File: src/rtl/tsr_pkg.sv
package tsr_pkg;

	// Core clock rate and conversion period
	localparam longint TSR_CLK_HZ = 64'd25000000;
	localparam longint TSR_CONV_PERIOD_MS = 64'd250;
	localparam int TSR_CONV_CYCLES = int'((TSR_CONV_PERIOD_MS * TSR_CLK_HZ) / 64'd1000);

	// Serial slave address, upper four bits fixed, low three from pins
	localparam logic [3:0] TSR_ADDR_HI = 4'h3;

	// Register pointer codes
	localparam logic [3:0] TSR_PTR_RSVD = 4'h0;
	localparam logic [3:0] TSR_PTR_CFG = 4'h1;
	localparam logic [3:0] TSR_PTR_UPPER = 4'h2;
	localparam logic [3:0] TSR_PTR_LOWER = 4'h3;
	localparam logic [3:0] TSR_PTR_CRIT = 4'h4;
	localparam logic [3:0] TSR_PTR_AMB = 4'h5;
	localparam logic [3:0] TSR_PTR_MAKER = 4'h6;
	localparam logic [3:0] TSR_PTR_PART = 4'h7;
	localparam logic [3:0] TSR_PTR_RES = 4'h8;

	// Fixed read values; identity values are arbitrary
	localparam logic [15:0] TSR_RSVD_VAL = 16'h001f;
	localparam logic [15:0] TSR_MAKER_ID = 16'h00a5;
	localparam logic [15:0] TSR_PART_ID = 16'h0e01;

	// Limit field mask: sign at bit 12, quarter degree at bit 2
	localparam logic [15:0] TSR_LIMIT_MASK = 16'h1ffc;

	// Setup register bit positions
	localparam int TSR_CFG_LOW_POWER_HALT = 8;
	localparam int TSR_CFG_CLOCK = 7;
	localparam int TSR_CFG_WLOCK = 6;
	localparam int TSR_CFG_ICLR = 5;
	localparam int TSR_CFG_STAT = 4;
	localparam int TSR_CFG_CNT = 3;
	localparam int TSR_CFG_SEL = 2;
	localparam int TSR_CFG_POL = 1;
	localparam int TSR_CFG_MOD = 0;

	// Ambient flag positions
	localparam int TSR_AMB_CRIT = 15;
	localparam int TSR_AMB_UP = 14;
	localparam int TSR_AMB_LO = 13;

	// Reset values
	localparam logic [7:0] TSR_PTR_RST = 8'h00;
	localparam logic [1:0] TSR_RES_RST = 2'h3;
	localparam logic [15:0] TSR_LIMIT_RST = 16'h0000;
	localparam logic [15:0] TSR_AMB_RST = 16'h0000;

	// Serial engine states, Gray along the usual path
	typedef enum logic [2:0] {
		TSR_IDLE = 3'h0,
		TSR_ADDR = 3'h1,
		TSR_ACK_A = 3'h3,
		TSR_RX = 3'h2,
		TSR_ACK_RX = 3'h6,
		TSR_TX = 3'h7,
		TSR_ACK_TX = 3'h5
	} tsr_state_t;

	// Writable setup fields
	typedef struct packed {
		logic [1:0] hyst;
		logic low_power_halt;
		logic crit_lock;
		logic win_lock;
		logic alert_cnt;
		logic alert_sel;
		logic alert_pol;
		logic alert_mod;
	} tsr_cfg_t;

	localparam tsr_cfg_t TSR_CFG_RST = '0;

endpackage

File: src/rtl/tsr_regbank.sv
`timescale 1ns/10ps
module tsr_regbank
	import tsr_pkg::*;
#(
	parameter int CONV_PERIOD_CYCLES = TSR_CONV_CYCLES
) (
	input wire logic core_clk,
	input wire logic reset,
	input wire logic scl_in,
	input wire logic sda_in,
	output logic sda_out,
	output logic sda_oe_n,
	input wire logic [2:0] addr_pin,
	input wire logic [12:0] conv_sample,
	output logic alert_out,
	output logic alert_oe_n
);

	// Synchronisers for pins
	logic [1:0] scl_s, sda_s;
	logic [2:0] addr_s1, addr_q;
	logic scl_prev, sda_prev;

	// Serial engine state
	tsr_state_t st_q, st_d;
	logic [3:0] cnt_q, cnt_d; // Bit counter
	logic [7:0] sh_q, sh_d; // Receive shifter
	logic [1:0] idx_q, idx_d; // Byte index in a write
	logic rw_q, rw_d; // Read request
	logic ack_q, ack_d; // Master acknowledged last byte
	logic [7:0] msb_q, msb_d; // Held upper data byte
	logic drv_q, drv_d; // Pull SDA low
	logic [15:0] tx_q, tx_d; // Transmit shifter
	logic [7:0] ptr_q, ptr_d; // Register pointer
	logic wr_q, wr_d; // Register write pulse
	logic [15:0] wdat_q, wdat_d; // Register write data

	// Register bank state
	tsr_cfg_t cfg_q, cfg_d;
	logic [15:0] upper_q, upper_d, lower_q, lower_d, crit_q, crit_d, amb_q, amb_d;
	logic [1:0] res_q, res_d;
	logic stat_q, stat_d; // Alert status
	logic cond_q; // Alert condition last cycle
	logic [31:0] conv_cnt_q, conv_cnt_d;
	logic alert_oe_n_d;

	// Decoded events and helpers
	logic scl_rise, scl_fall, start, stop, conv_tick, cond, int_clr, lock_any;
	logic [15:0] rd_word;
	logic [12:0] smp;

	// Two flops per pin, then a third on SCL and SDA for edge finding
	always_ff @(posedge core_clk or posedge reset) begin
		if (reset) begin
			scl_s <= 2'h3;
			sda_s <= 2'h3;
			scl_prev <= 1'b1;
			sda_prev <= 1'b1;
			addr_s1 <= 3'h0;
			addr_q <= 3'h0;
		end else begin
			scl_s <= {scl_s[0], scl_in};
			sda_s <= {sda_s[0], sda_in};
			scl_prev <= scl_s[1];
			sda_prev <= sda_s[1];
			addr_s1 <= addr_pin;
			addr_q <= addr_s1;
		end
	end

	// Bus events from synchronised levels
	assign scl_rise = scl_s[1] & ~scl_prev;
	assign scl_fall = ~scl_s[1] & scl_prev;
	assign start = scl_s[1] & scl_prev & sda_prev & ~sda_s[1];
	assign stop = scl_s[1] & scl_prev & ~sda_prev & sda_s[1];

	// Read multiplexer; upper pointer bits nonzero read as zero
	always_comb begin
		rd_word = 16'h0000;
		if (ptr_q[7:4] == 4'h0) begin
			case (ptr_q[3:0])
				TSR_PTR_RSVD: rd_word = TSR_RSVD_VAL;
				TSR_PTR_CFG: rd_word = {5'h00, cfg_q.hyst, cfg_q.low_power_halt, cfg_q.crit_lock,
					cfg_q.win_lock, 1'b0, stat_q, cfg_q.alert_cnt, cfg_q.alert_sel,
					cfg_q.alert_pol, cfg_q.alert_mod};
				TSR_PTR_UPPER: rd_word = upper_q;
				TSR_PTR_LOWER: rd_word = lower_q;
				TSR_PTR_CRIT: rd_word = crit_q;
				TSR_PTR_AMB: rd_word = amb_q;
				TSR_PTR_MAKER: rd_word = TSR_MAKER_ID;
				TSR_PTR_PART: rd_word = TSR_PART_ID;
				TSR_PTR_RES: rd_word = {6'h00, res_q, 8'h00};
				default: rd_word = 16'h0000;
			endcase
		end
	end

	// Serial engine next state
	always_comb begin
		st_d = st_q;
		cnt_d = cnt_q;
		sh_d = sh_q;
		idx_d = idx_q;
		rw_d = rw_q;
		ack_d = ack_q;
		msb_d = msb_q;
		drv_d = drv_q;
		tx_d = tx_q;
		ptr_d = ptr_q;
		wr_d = 1'b0;
		wdat_d = wdat_q;
		if (start) begin
			// Start or repeated start restarts address phase
			st_d = TSR_ADDR;
			cnt_d = 4'h0;
			idx_d = 2'h0;
			drv_d = 1'b0;
		end else if (stop) begin
			st_d = TSR_IDLE;
			drv_d = 1'b0;
		end else begin
			case (st_q)
				TSR_ADDR: begin
					if (scl_rise) begin
						sh_d = {sh_q[6:0], sda_s[1]};
						cnt_d = cnt_q + 4'h1;
					end else if (scl_fall && cnt_q == 4'h8) begin
						if (sh_q[7:1] == {TSR_ADDR_HI, addr_q}) begin
							st_d = TSR_ACK_A;
							drv_d = 1'b1;
							rw_d = sh_q[0];
							tx_d = rd_word; // Snapshot from kept pointer
						end else begin
							st_d = TSR_IDLE;
						end
					end
				end
				TSR_ACK_A: begin
					if (scl_fall) begin
						cnt_d = 4'h0;
						if (rw_q) begin
							st_d = TSR_TX;
							drv_d = ~tx_q[15];
						end else begin
							st_d = TSR_RX;
							drv_d = 1'b0;
						end
					end
				end
				TSR_RX: begin
					if (scl_rise) begin
						sh_d = {sh_q[6:0], sda_s[1]};
						cnt_d = cnt_q + 4'h1;
					end else if (scl_fall && cnt_q == 4'h8) begin
						st_d = TSR_ACK_RX;
						drv_d = 1'b1;
						if (idx_q != 2'h3) begin
							idx_d = idx_q + 2'h1;
						end
						if (idx_q == 2'h0) begin
							ptr_d = sh_q;
						end else if (idx_q == 2'h1) begin
							msb_d = sh_q;
							// Resolution takes a single data byte
							if (ptr_q == {4'h0, TSR_PTR_RES}) begin
								wr_d = 1'b1;
								wdat_d = {8'h00, sh_q};
							end
						end else if (idx_q == 2'h2) begin
							wr_d = 1'b1;
							wdat_d = {msb_q, sh_q};
						end
					end
				end
				TSR_ACK_RX: begin
					if (scl_fall) begin
						st_d = TSR_RX;
						drv_d = 1'b0;
						cnt_d = 4'h0;
					end
				end
				TSR_TX: begin
					if (scl_fall) begin
						cnt_d = cnt_q + 4'h1;
						if (cnt_q == 4'h7) begin
							st_d = TSR_ACK_TX;
							drv_d = 1'b0;
						end else begin
							tx_d = {tx_q[14:0], 1'b0};
							drv_d = ~tx_q[14];
						end
					end
				end
				TSR_ACK_TX: begin
					if (scl_rise) begin
						ack_d = ~sda_s[1];
					end else if (scl_fall) begin
						cnt_d = 4'h0;
						if (ack_q) begin
							st_d = TSR_TX;
							tx_d = {tx_q[14:0], 1'b0};
							drv_d = ~tx_q[14];
						end else begin
							st_d = TSR_IDLE;
						end
					end
				end
				default: st_d = TSR_IDLE;
			endcase
		end
	end

	// Serial engine registers
	always_ff @(posedge core_clk or posedge reset) begin
		if (reset) begin
			st_q <= TSR_IDLE;
			cnt_q <= 4'h0;
			sh_q <= 8'h00;
			idx_q <= 2'h0;
			rw_q <= 1'b0;
			ack_q <= 1'b0;
			msb_q <= 8'h00;
			drv_q <= 1'b0;
			tx_q <= 16'h0000;
			ptr_q <= TSR_PTR_RST;
			wr_q <= 1'b0;
			wdat_q <= 16'h0000;
			sda_out <= 1'b0;
			sda_oe_n <= 1'b1;
		end else begin
			st_q <= st_d;
			cnt_q <= cnt_d;
			sh_q <= sh_d;
			idx_q <= idx_d;
			rw_q <= rw_d;
			ack_q <= ack_d;
			msb_q <= msb_d;
			drv_q <= drv_d;
			tx_q <= tx_d;
			ptr_q <= ptr_d;
			wr_q <= wr_d;
			wdat_q <= wdat_d;
			sda_out <= 1'b0;
			sda_oe_n <= ~drv_d;
		end
	end

	// Helpers for register bank
	assign lock_any = cfg_q.crit_lock | cfg_q.win_lock;
	assign conv_tick = ~cfg_q.low_power_halt && conv_cnt_q == 32'(CONV_PERIOD_CYCLES - 1);
	assign int_clr = wr_q && ptr_q == {4'h0, TSR_PTR_CFG} && wdat_q[TSR_CFG_ICLR]
		&& ~cfg_q.low_power_halt;
	assign cond = amb_q[TSR_AMB_CRIT]
		| (~cfg_q.alert_sel & (amb_q[TSR_AMB_UP] | amb_q[TSR_AMB_LO]));

	// Register bank, conversion timer and alert next values
	always_comb begin
		cfg_d = cfg_q;
		upper_d = upper_q;
		lower_d = lower_q;
		crit_d = crit_q;
		res_d = res_q;
		amb_d = amb_q;
		stat_d = stat_q;
		conv_cnt_d = conv_cnt_q;
		alert_oe_n_d = alert_oe_n;
		smp = conv_sample;
		if (wr_q && ptr_q[7:4] == 4'h0) begin
			case (ptr_q[3:0])
				TSR_PTR_CFG: begin
					cfg_d.crit_lock = cfg_q.crit_lock | wdat_q[TSR_CFG_CLOCK];
					cfg_d.win_lock = cfg_q.win_lock | wdat_q[TSR_CFG_WLOCK];
					cfg_d.low_power_halt = lock_any ? (cfg_q.low_power_halt & wdat_q[TSR_CFG_LOW_POWER_HALT])
						: wdat_q[TSR_CFG_LOW_POWER_HALT];
					if (!lock_any) begin
						cfg_d.hyst = wdat_q[10:9];
						cfg_d.alert_cnt = wdat_q[TSR_CFG_CNT];
						cfg_d.alert_pol = wdat_q[TSR_CFG_POL];
						cfg_d.alert_mod = wdat_q[TSR_CFG_MOD];
					end
					if (!cfg_q.win_lock) begin
						cfg_d.alert_sel = wdat_q[TSR_CFG_SEL];
					end
				end
				TSR_PTR_UPPER: if (!cfg_q.win_lock) begin
					upper_d = wdat_q & TSR_LIMIT_MASK;
				end
				TSR_PTR_LOWER: if (!cfg_q.win_lock) begin
					lower_d = wdat_q & TSR_LIMIT_MASK;
				end
				TSR_PTR_CRIT: if (!cfg_q.crit_lock) begin
					crit_d = wdat_q & TSR_LIMIT_MASK;
				end
				TSR_PTR_RES: res_d = wdat_q[1:0];
				default: res_d = res_q; // Reserved and read-only: ignored
			endcase
		end
		// Timer runs only outside halt
		if (cfg_q.low_power_halt) begin
			conv_cnt_d = 32'h0;
		end else if (conv_tick) begin
			conv_cnt_d = 32'h0;
		end else begin
			conv_cnt_d = conv_cnt_q + 32'h1;
		end
		// Whole word with flags loads at once
		if (conv_tick) begin
			case (res_q)
				2'h0: smp = conv_sample & 13'h1ff8;
				2'h1: smp = conv_sample & 13'h1ffc;
				2'h2: smp = conv_sample & 13'h1ffe;
				default: smp = conv_sample;
			endcase
			amb_d = {$signed(smp) >= $signed(crit_q[12:0]),
				$signed(smp) > $signed(upper_q[12:0]),
				$signed(smp) < $signed(lower_q[12:0]), smp};
		end
		// Alert status: comparator follows, interrupt latches; set beats clear
		if (!cfg_q.low_power_halt) begin
			if (!cfg_q.alert_mod) begin
				stat_d = cond;
			end else begin
				stat_d = (stat_q & ~int_clr) | (cond & ~cond_q);
			end
			alert_oe_n_d = ~((cfg_q.alert_cnt & stat_q) ^ cfg_q.alert_pol);
		end else if (cfg_q.alert_mod && wr_q && ptr_q == {4'h0, TSR_PTR_CFG}
			&& wdat_q[TSR_CFG_ICLR]) begin
			stat_d = 1'b0;
		end
	end

	// Register bank registers
	always_ff @(posedge core_clk or posedge reset) begin
		if (reset) begin
			cfg_q <= TSR_CFG_RST;
			upper_q <= TSR_LIMIT_RST;
			lower_q <= TSR_LIMIT_RST;
			crit_q <= TSR_LIMIT_RST;
			res_q <= TSR_RES_RST;
			amb_q <= TSR_AMB_RST;
			stat_q <= 1'b0;
			cond_q <= 1'b0;
			conv_cnt_q <= 32'h0;
			alert_out <= 1'b0;
			alert_oe_n <= 1'b1;
		end else begin
			cfg_q <= cfg_d;
			upper_q <= upper_d;
			lower_q <= lower_d;
			crit_q <= crit_d;
			res_q <= res_d;
			amb_q <= amb_d;
			stat_q <= stat_d;
			cond_q <= cond;
			conv_cnt_q <= conv_cnt_d;
			alert_out <= 1'b0;
			alert_oe_n <= alert_oe_n_d;
		end
	end
endmodule // tsr_regbank

File: config.mk
export PLATFORM = sky130hd
export DESIGN_NAME = tsr_regbank
export DESIGN_NICKNAME = d
export VERILOG_FILES = /design/src/rtl/tsr_pkg.sv /design/src/rtl/tsr_regbank.sv
export SDC_FILE = /design/constraint.sdc
export NUM_CORES = 1
export LEC_CHECK = 0
export BUFFER_PORTS_ARGS = -buffer_cell sky130_fd_sc_hd__buf_2
export CORE_UTILIZATION = 45
export DETAILED_ROUTE_END_ITERATION = 12
export PLACE_DENSITY = 0.66
export SLEW_MARGIN = 20
export SYNTH_ARGS = -nofsm -noshare
export SYNTH_HDL_FRONTEND = slang
export SYNTH_SLANG_ARGS = --single-unit
File: constraint.sdc
create_clock -name core_clk -period 9.2 [get_ports core_clk]
set_input_delay 0.46 -clock core_clk [delete_from_list [all_inputs] [get_ports core_clk]]
set_output_delay 0.46 -clock core_clk [all_outputs]
set_load 0.01 [all_outputs]
==> Implementation_results.wiki <==
{| class="wikitable"
! Metric !! Value
|-
| Critical-path cell with the highest stage delay || dfrtp_1
|-
| Largest net degree at the start of global routing || between 100 and 150
|-
| Relative contribution of sequential cells to total power || 0.477
|-
| Share of synthesized flip-flops with an asynchronous set or reset || 1.00
|-
| Clock sink count || between 150 and 200
|-
| Data arrival time of the worst path || a little over 3 ns
|-
| Number of buffer and inverter stages on the critical path || 0
|-
| Multiplexer fraction of the synthesized cell area || 0.127
|-
| Xor and xnor area share after synthesis || 0.0291
|-
| Core Region || slightly below 20000 µm²
|-
| Worst max-slew margin expressed relative to the limit || 0.318
|-
| Total number of yosys warnings || 0
|-
| Last weighted congestion value of the routability-driven placer || 0.920
|-
| Count of input and output buffers || 21
|-
| Crit path max fanout || 27
|-
| Signed area change from the synthesized netlist to the final layout || 10.4%
|-
| Total die area || between 20000 and 25000 µm²
|-
| Total overflow reported by the global router || 0
|-
| Type of the worst setup path || register to register
|-
| Die Wd || 144 µm
|-
| Switching power summed over all nets || about 0.37 mW
|-
| Final antenna diode count || 0
|-
| Count of final setup violators || 0
|-
| Average via count per standard cell || between 5 and 6
|-
| Count of cell types in the netlist || 78
|-
| Half-perimeter wire length of the detailed placement result || between 10000 and 15000 µm
|-
| Commonest non-fill, non-tap cells in the layout || dfrtp_1 (161), mux2_2 (84), nor2_1 (62), nand2_1 (56), inv_1 (53)
|-
| Most common cell after layout, fill and taps aside || dfrtp_1
|-
| Row Count || 51
|-
| Leakage power || around 4.5 nW
|-
| Fraction of the mapped netlist area in simple logic gates || 0.155
|-
| Die extent in y || between 100 and 150 µm
|-
| Final Max Tran Viols || 0
|-
| VDD IR-drop max || between 0.1 and 0.15 mV
|-
| Count of nets after finishing || ~900
|-
| Total Routing Usage GR || 0.213
|-
| Final total negative setup slack || 0 ns
|-
| Wire length of the first global-routing pass || around 33000 µm
|-
| Initial antenna violation count || 0
|-
| Switching Share || 0.225
|-
| Number of instances resized during post-cts repair || 0
|-
| Hold Vio Cnt, Final || 0
|-
| Sequential area share after synthesis || 0.475
|-
| Worst stage delay on the critical path || ~0.90 ns
|-
| Via count of the first global-routing pass || roughly 6000
|-
| Type of destination of the critical path || register
|-
| RSZ-0062 raised after global routing || no
|-
| Per-instance average area after synthesis || around 11 µm²
|-
| Maximum level of the CTS H-tree || 4
|-
| Cell with the most instances on the worst path || nand2_1
|-
| Cell internal power dissipation || between 1 and 1.5 mW
|-
| Fraction of final layout cells sized beyond drive strength 1 || 0.211
|-
| Actual slew at the worst max-slew pin || 1.01 ns
|-
| Post-route total power || around 1.6 mW
|-
| Max_cap viols || 0
|-
| Average detailed-routed wire length per instance || 18.3 µm
|-
| Required time worst endpoint || 9.50 ns
|-
| Remaining DRCs || 0
|-
| Number of buffers between clock root and the deepest sink || 2
|-
| Worst reg2reg startpoint || ptr_q[0]
|-
| Drt initial violations || between 600 and 700
|-
| Hold Path Class || input port to asynchronous set/reset pin
|-
| Synthesized netlist cell count || about 830
|-
| Insertion delay of the later-clocked pin in the worst-skew pair || about 0.43 ns
|-
| Count of hold buffers inserted by post-cts repair || 0
|-
| Status || finished, final reports clean
|-
| Buffer cell driving the clock tree root || clkbuf_16
|-
| Final Routed Wirelength || 20500 µm
|-
| Ports placed on the boundary || 24
|-
| Number of buffers created by CTS || 17
|-
| TritonCTS clock tree || done
|-
| Postcts setup bufs || 0
|-
| List of cells traversed by the critical path || nand2_1 -> nor3_1 -> nand2_1 -> mux2_2
|-
| Effective utilization at floorplan || 0.462
|-
| Dominant delay contributor by cell family on the critical path || simple AND/OR/NAND/NOR gates
|-
| Combinational Power Share || 0.043
|-
| Kind of start point of the critical path || register
|-
| Fin crit share || 0.302
|-
| Fin Clk Skew || about 0.016 ns
|-
| Count of state elements after synthesis || between 150 and 200
|-
| Number of flops mapped to enable cells by yosys || 0
|-
| Dominant combinational cell family by area after synthesis || simple AND/OR/NAND/NOR gates
|-
| Iteration count of the initial detailed-routing pass || 5
|-
| Share of power burned in the clock network || 0.481
|-
| Post-synthesis compound-gate area fraction || 0.118
|-
| Post-synthesis share of cell area spent on full adders, half adders and majority gates || 0.0540
|-
| Achievable clock frequency || about 360 MHz
|-
| Post-Synthesis Cell Area || about 9000 µm²
|-
| Routed Antenna Nets || 0
|-
| Clock edge transition at the registers on the reported setup and hold paths || around 0.07 ns
|-
| Overall via count from detail_route || between 6000 and 7000
|-
| Shortest period the worst path allows || ~2.8 ns
|-
| Top FF cell, synth || dfrtp_1
|-
| Worst setup path startpoint || ptr_q[0]
|-
| Power per cell area || ~160 nW/µm²
|}
-- per-stage QoR --
stage / worst slack, ns / util / hold slack, ns / instances / cell area (µm²)
floorplan: 4.12 / - / 0.331 / 833 / 9050
detailed placement: 6.58 / 0.477 / 0.335 / 1090 / 9340
global placement: 6.67 / 0.477 / 0.339 / 1090 / 9340
CTS: 6.54 / 0.509 / 0.110 / 1122 / 9980
global route: 6.30 / 0.510 / 0.108 / 1122 / 9980
finish: 6.42 / 0.510 / 0.126 / 1122 / 9980
-- power groups by stage --
stage	clock network [mW]	logic [mW]	registers, mW
after CTS	0.798	0.0715	0.776
after global routing	0.828	0.0815	0.777
after floorplan	0	0.0506	0.787
final	0.782	0.0697	0.776
after global placement	0	0.0691	0.789
after detailed placement	0	0.0711	0.790
-- sequential cells by signal, summed over array words and instances, names as in the netlist, 3 cells and up --
name / flops
st_q: 3
addr_s1: 3
wdat_q: 13
ptr_q: 8
msb_q: 5
cnt_q: 4
amb_q: 16
cfg_q: 9
lower_q: 11
conv_cnt_q: 32
crit_q: 11
sh_q: 8
tx_q: 16
addr_q: 3
upper_q: 11
-- final timing paths --
check / slack [ns] / depth (start not counted) / end
worst max register to register: 6.42 / 4 / lower_q[10]
worst min register to register: 0.35 / 0 / addr_q[0]
max in group asynchronous: 7.69 / 3 / amb_q[11]
worst min-delay path: 0.13 / 2 / conv_cnt_q[14]
worst max-delay path: 6.42 / 4 / lower_q[10]
min in group core_clk: 0.13 / 1 / sda_s[0]
-- synth_stat cells (all sizes together) (12+ instances only) --
cell type,number,share of area
dfrtp,161,0.45
mux2,96,0.12
nor2,63,0.028
nand2,56,0.023
inv,54,0.022
o21ai,41,0.023
ha,39,0.054
nand3,30,0.018
a21oi,28,0.017
xor2,19,0.018
buf,18,0.013
nor3,15,0.012
a21o,14,0.012
a22o,14,0.014
clkbuf,14,0.0058
nand4,13,0.0090
nor4,12,0.012
-- cells by family (layout without fill, tap and decap cells) --
logic type | after synthesis | after routing
flops | 171 | 171
mux | 100 | 100
xor+xnor | 30 | 30
simple gates | 250 | 250
fa+ha+maj | 39 | 39
other cells | 1 | 2
buf+inv | 86 | 110
compound gates | 155 | 155
-- area by class of cell --
cell class,instances,area [µm²]
inverters,54,210
flip-flops and latches,171,4290
clock buffers,20,457
well taps,265,332
multi-input cells,576,4380
clock inverters,12,185
repair buffers,24,128
fillers,1739,9610
-- routing by layer --
layer / vias to the layer above / routed length (µm) / GRT usage
met1: 3115 / 9680 / 0.296
met3: 27 / 987 / 0.0463
met5: - / 0 / 0
met4: 0 / 395 / 0.0627
met2: 164 / 9470 / 0.333
li1: 3019 / - / -
Note: power is estimated with default switching activity, not from simulation.
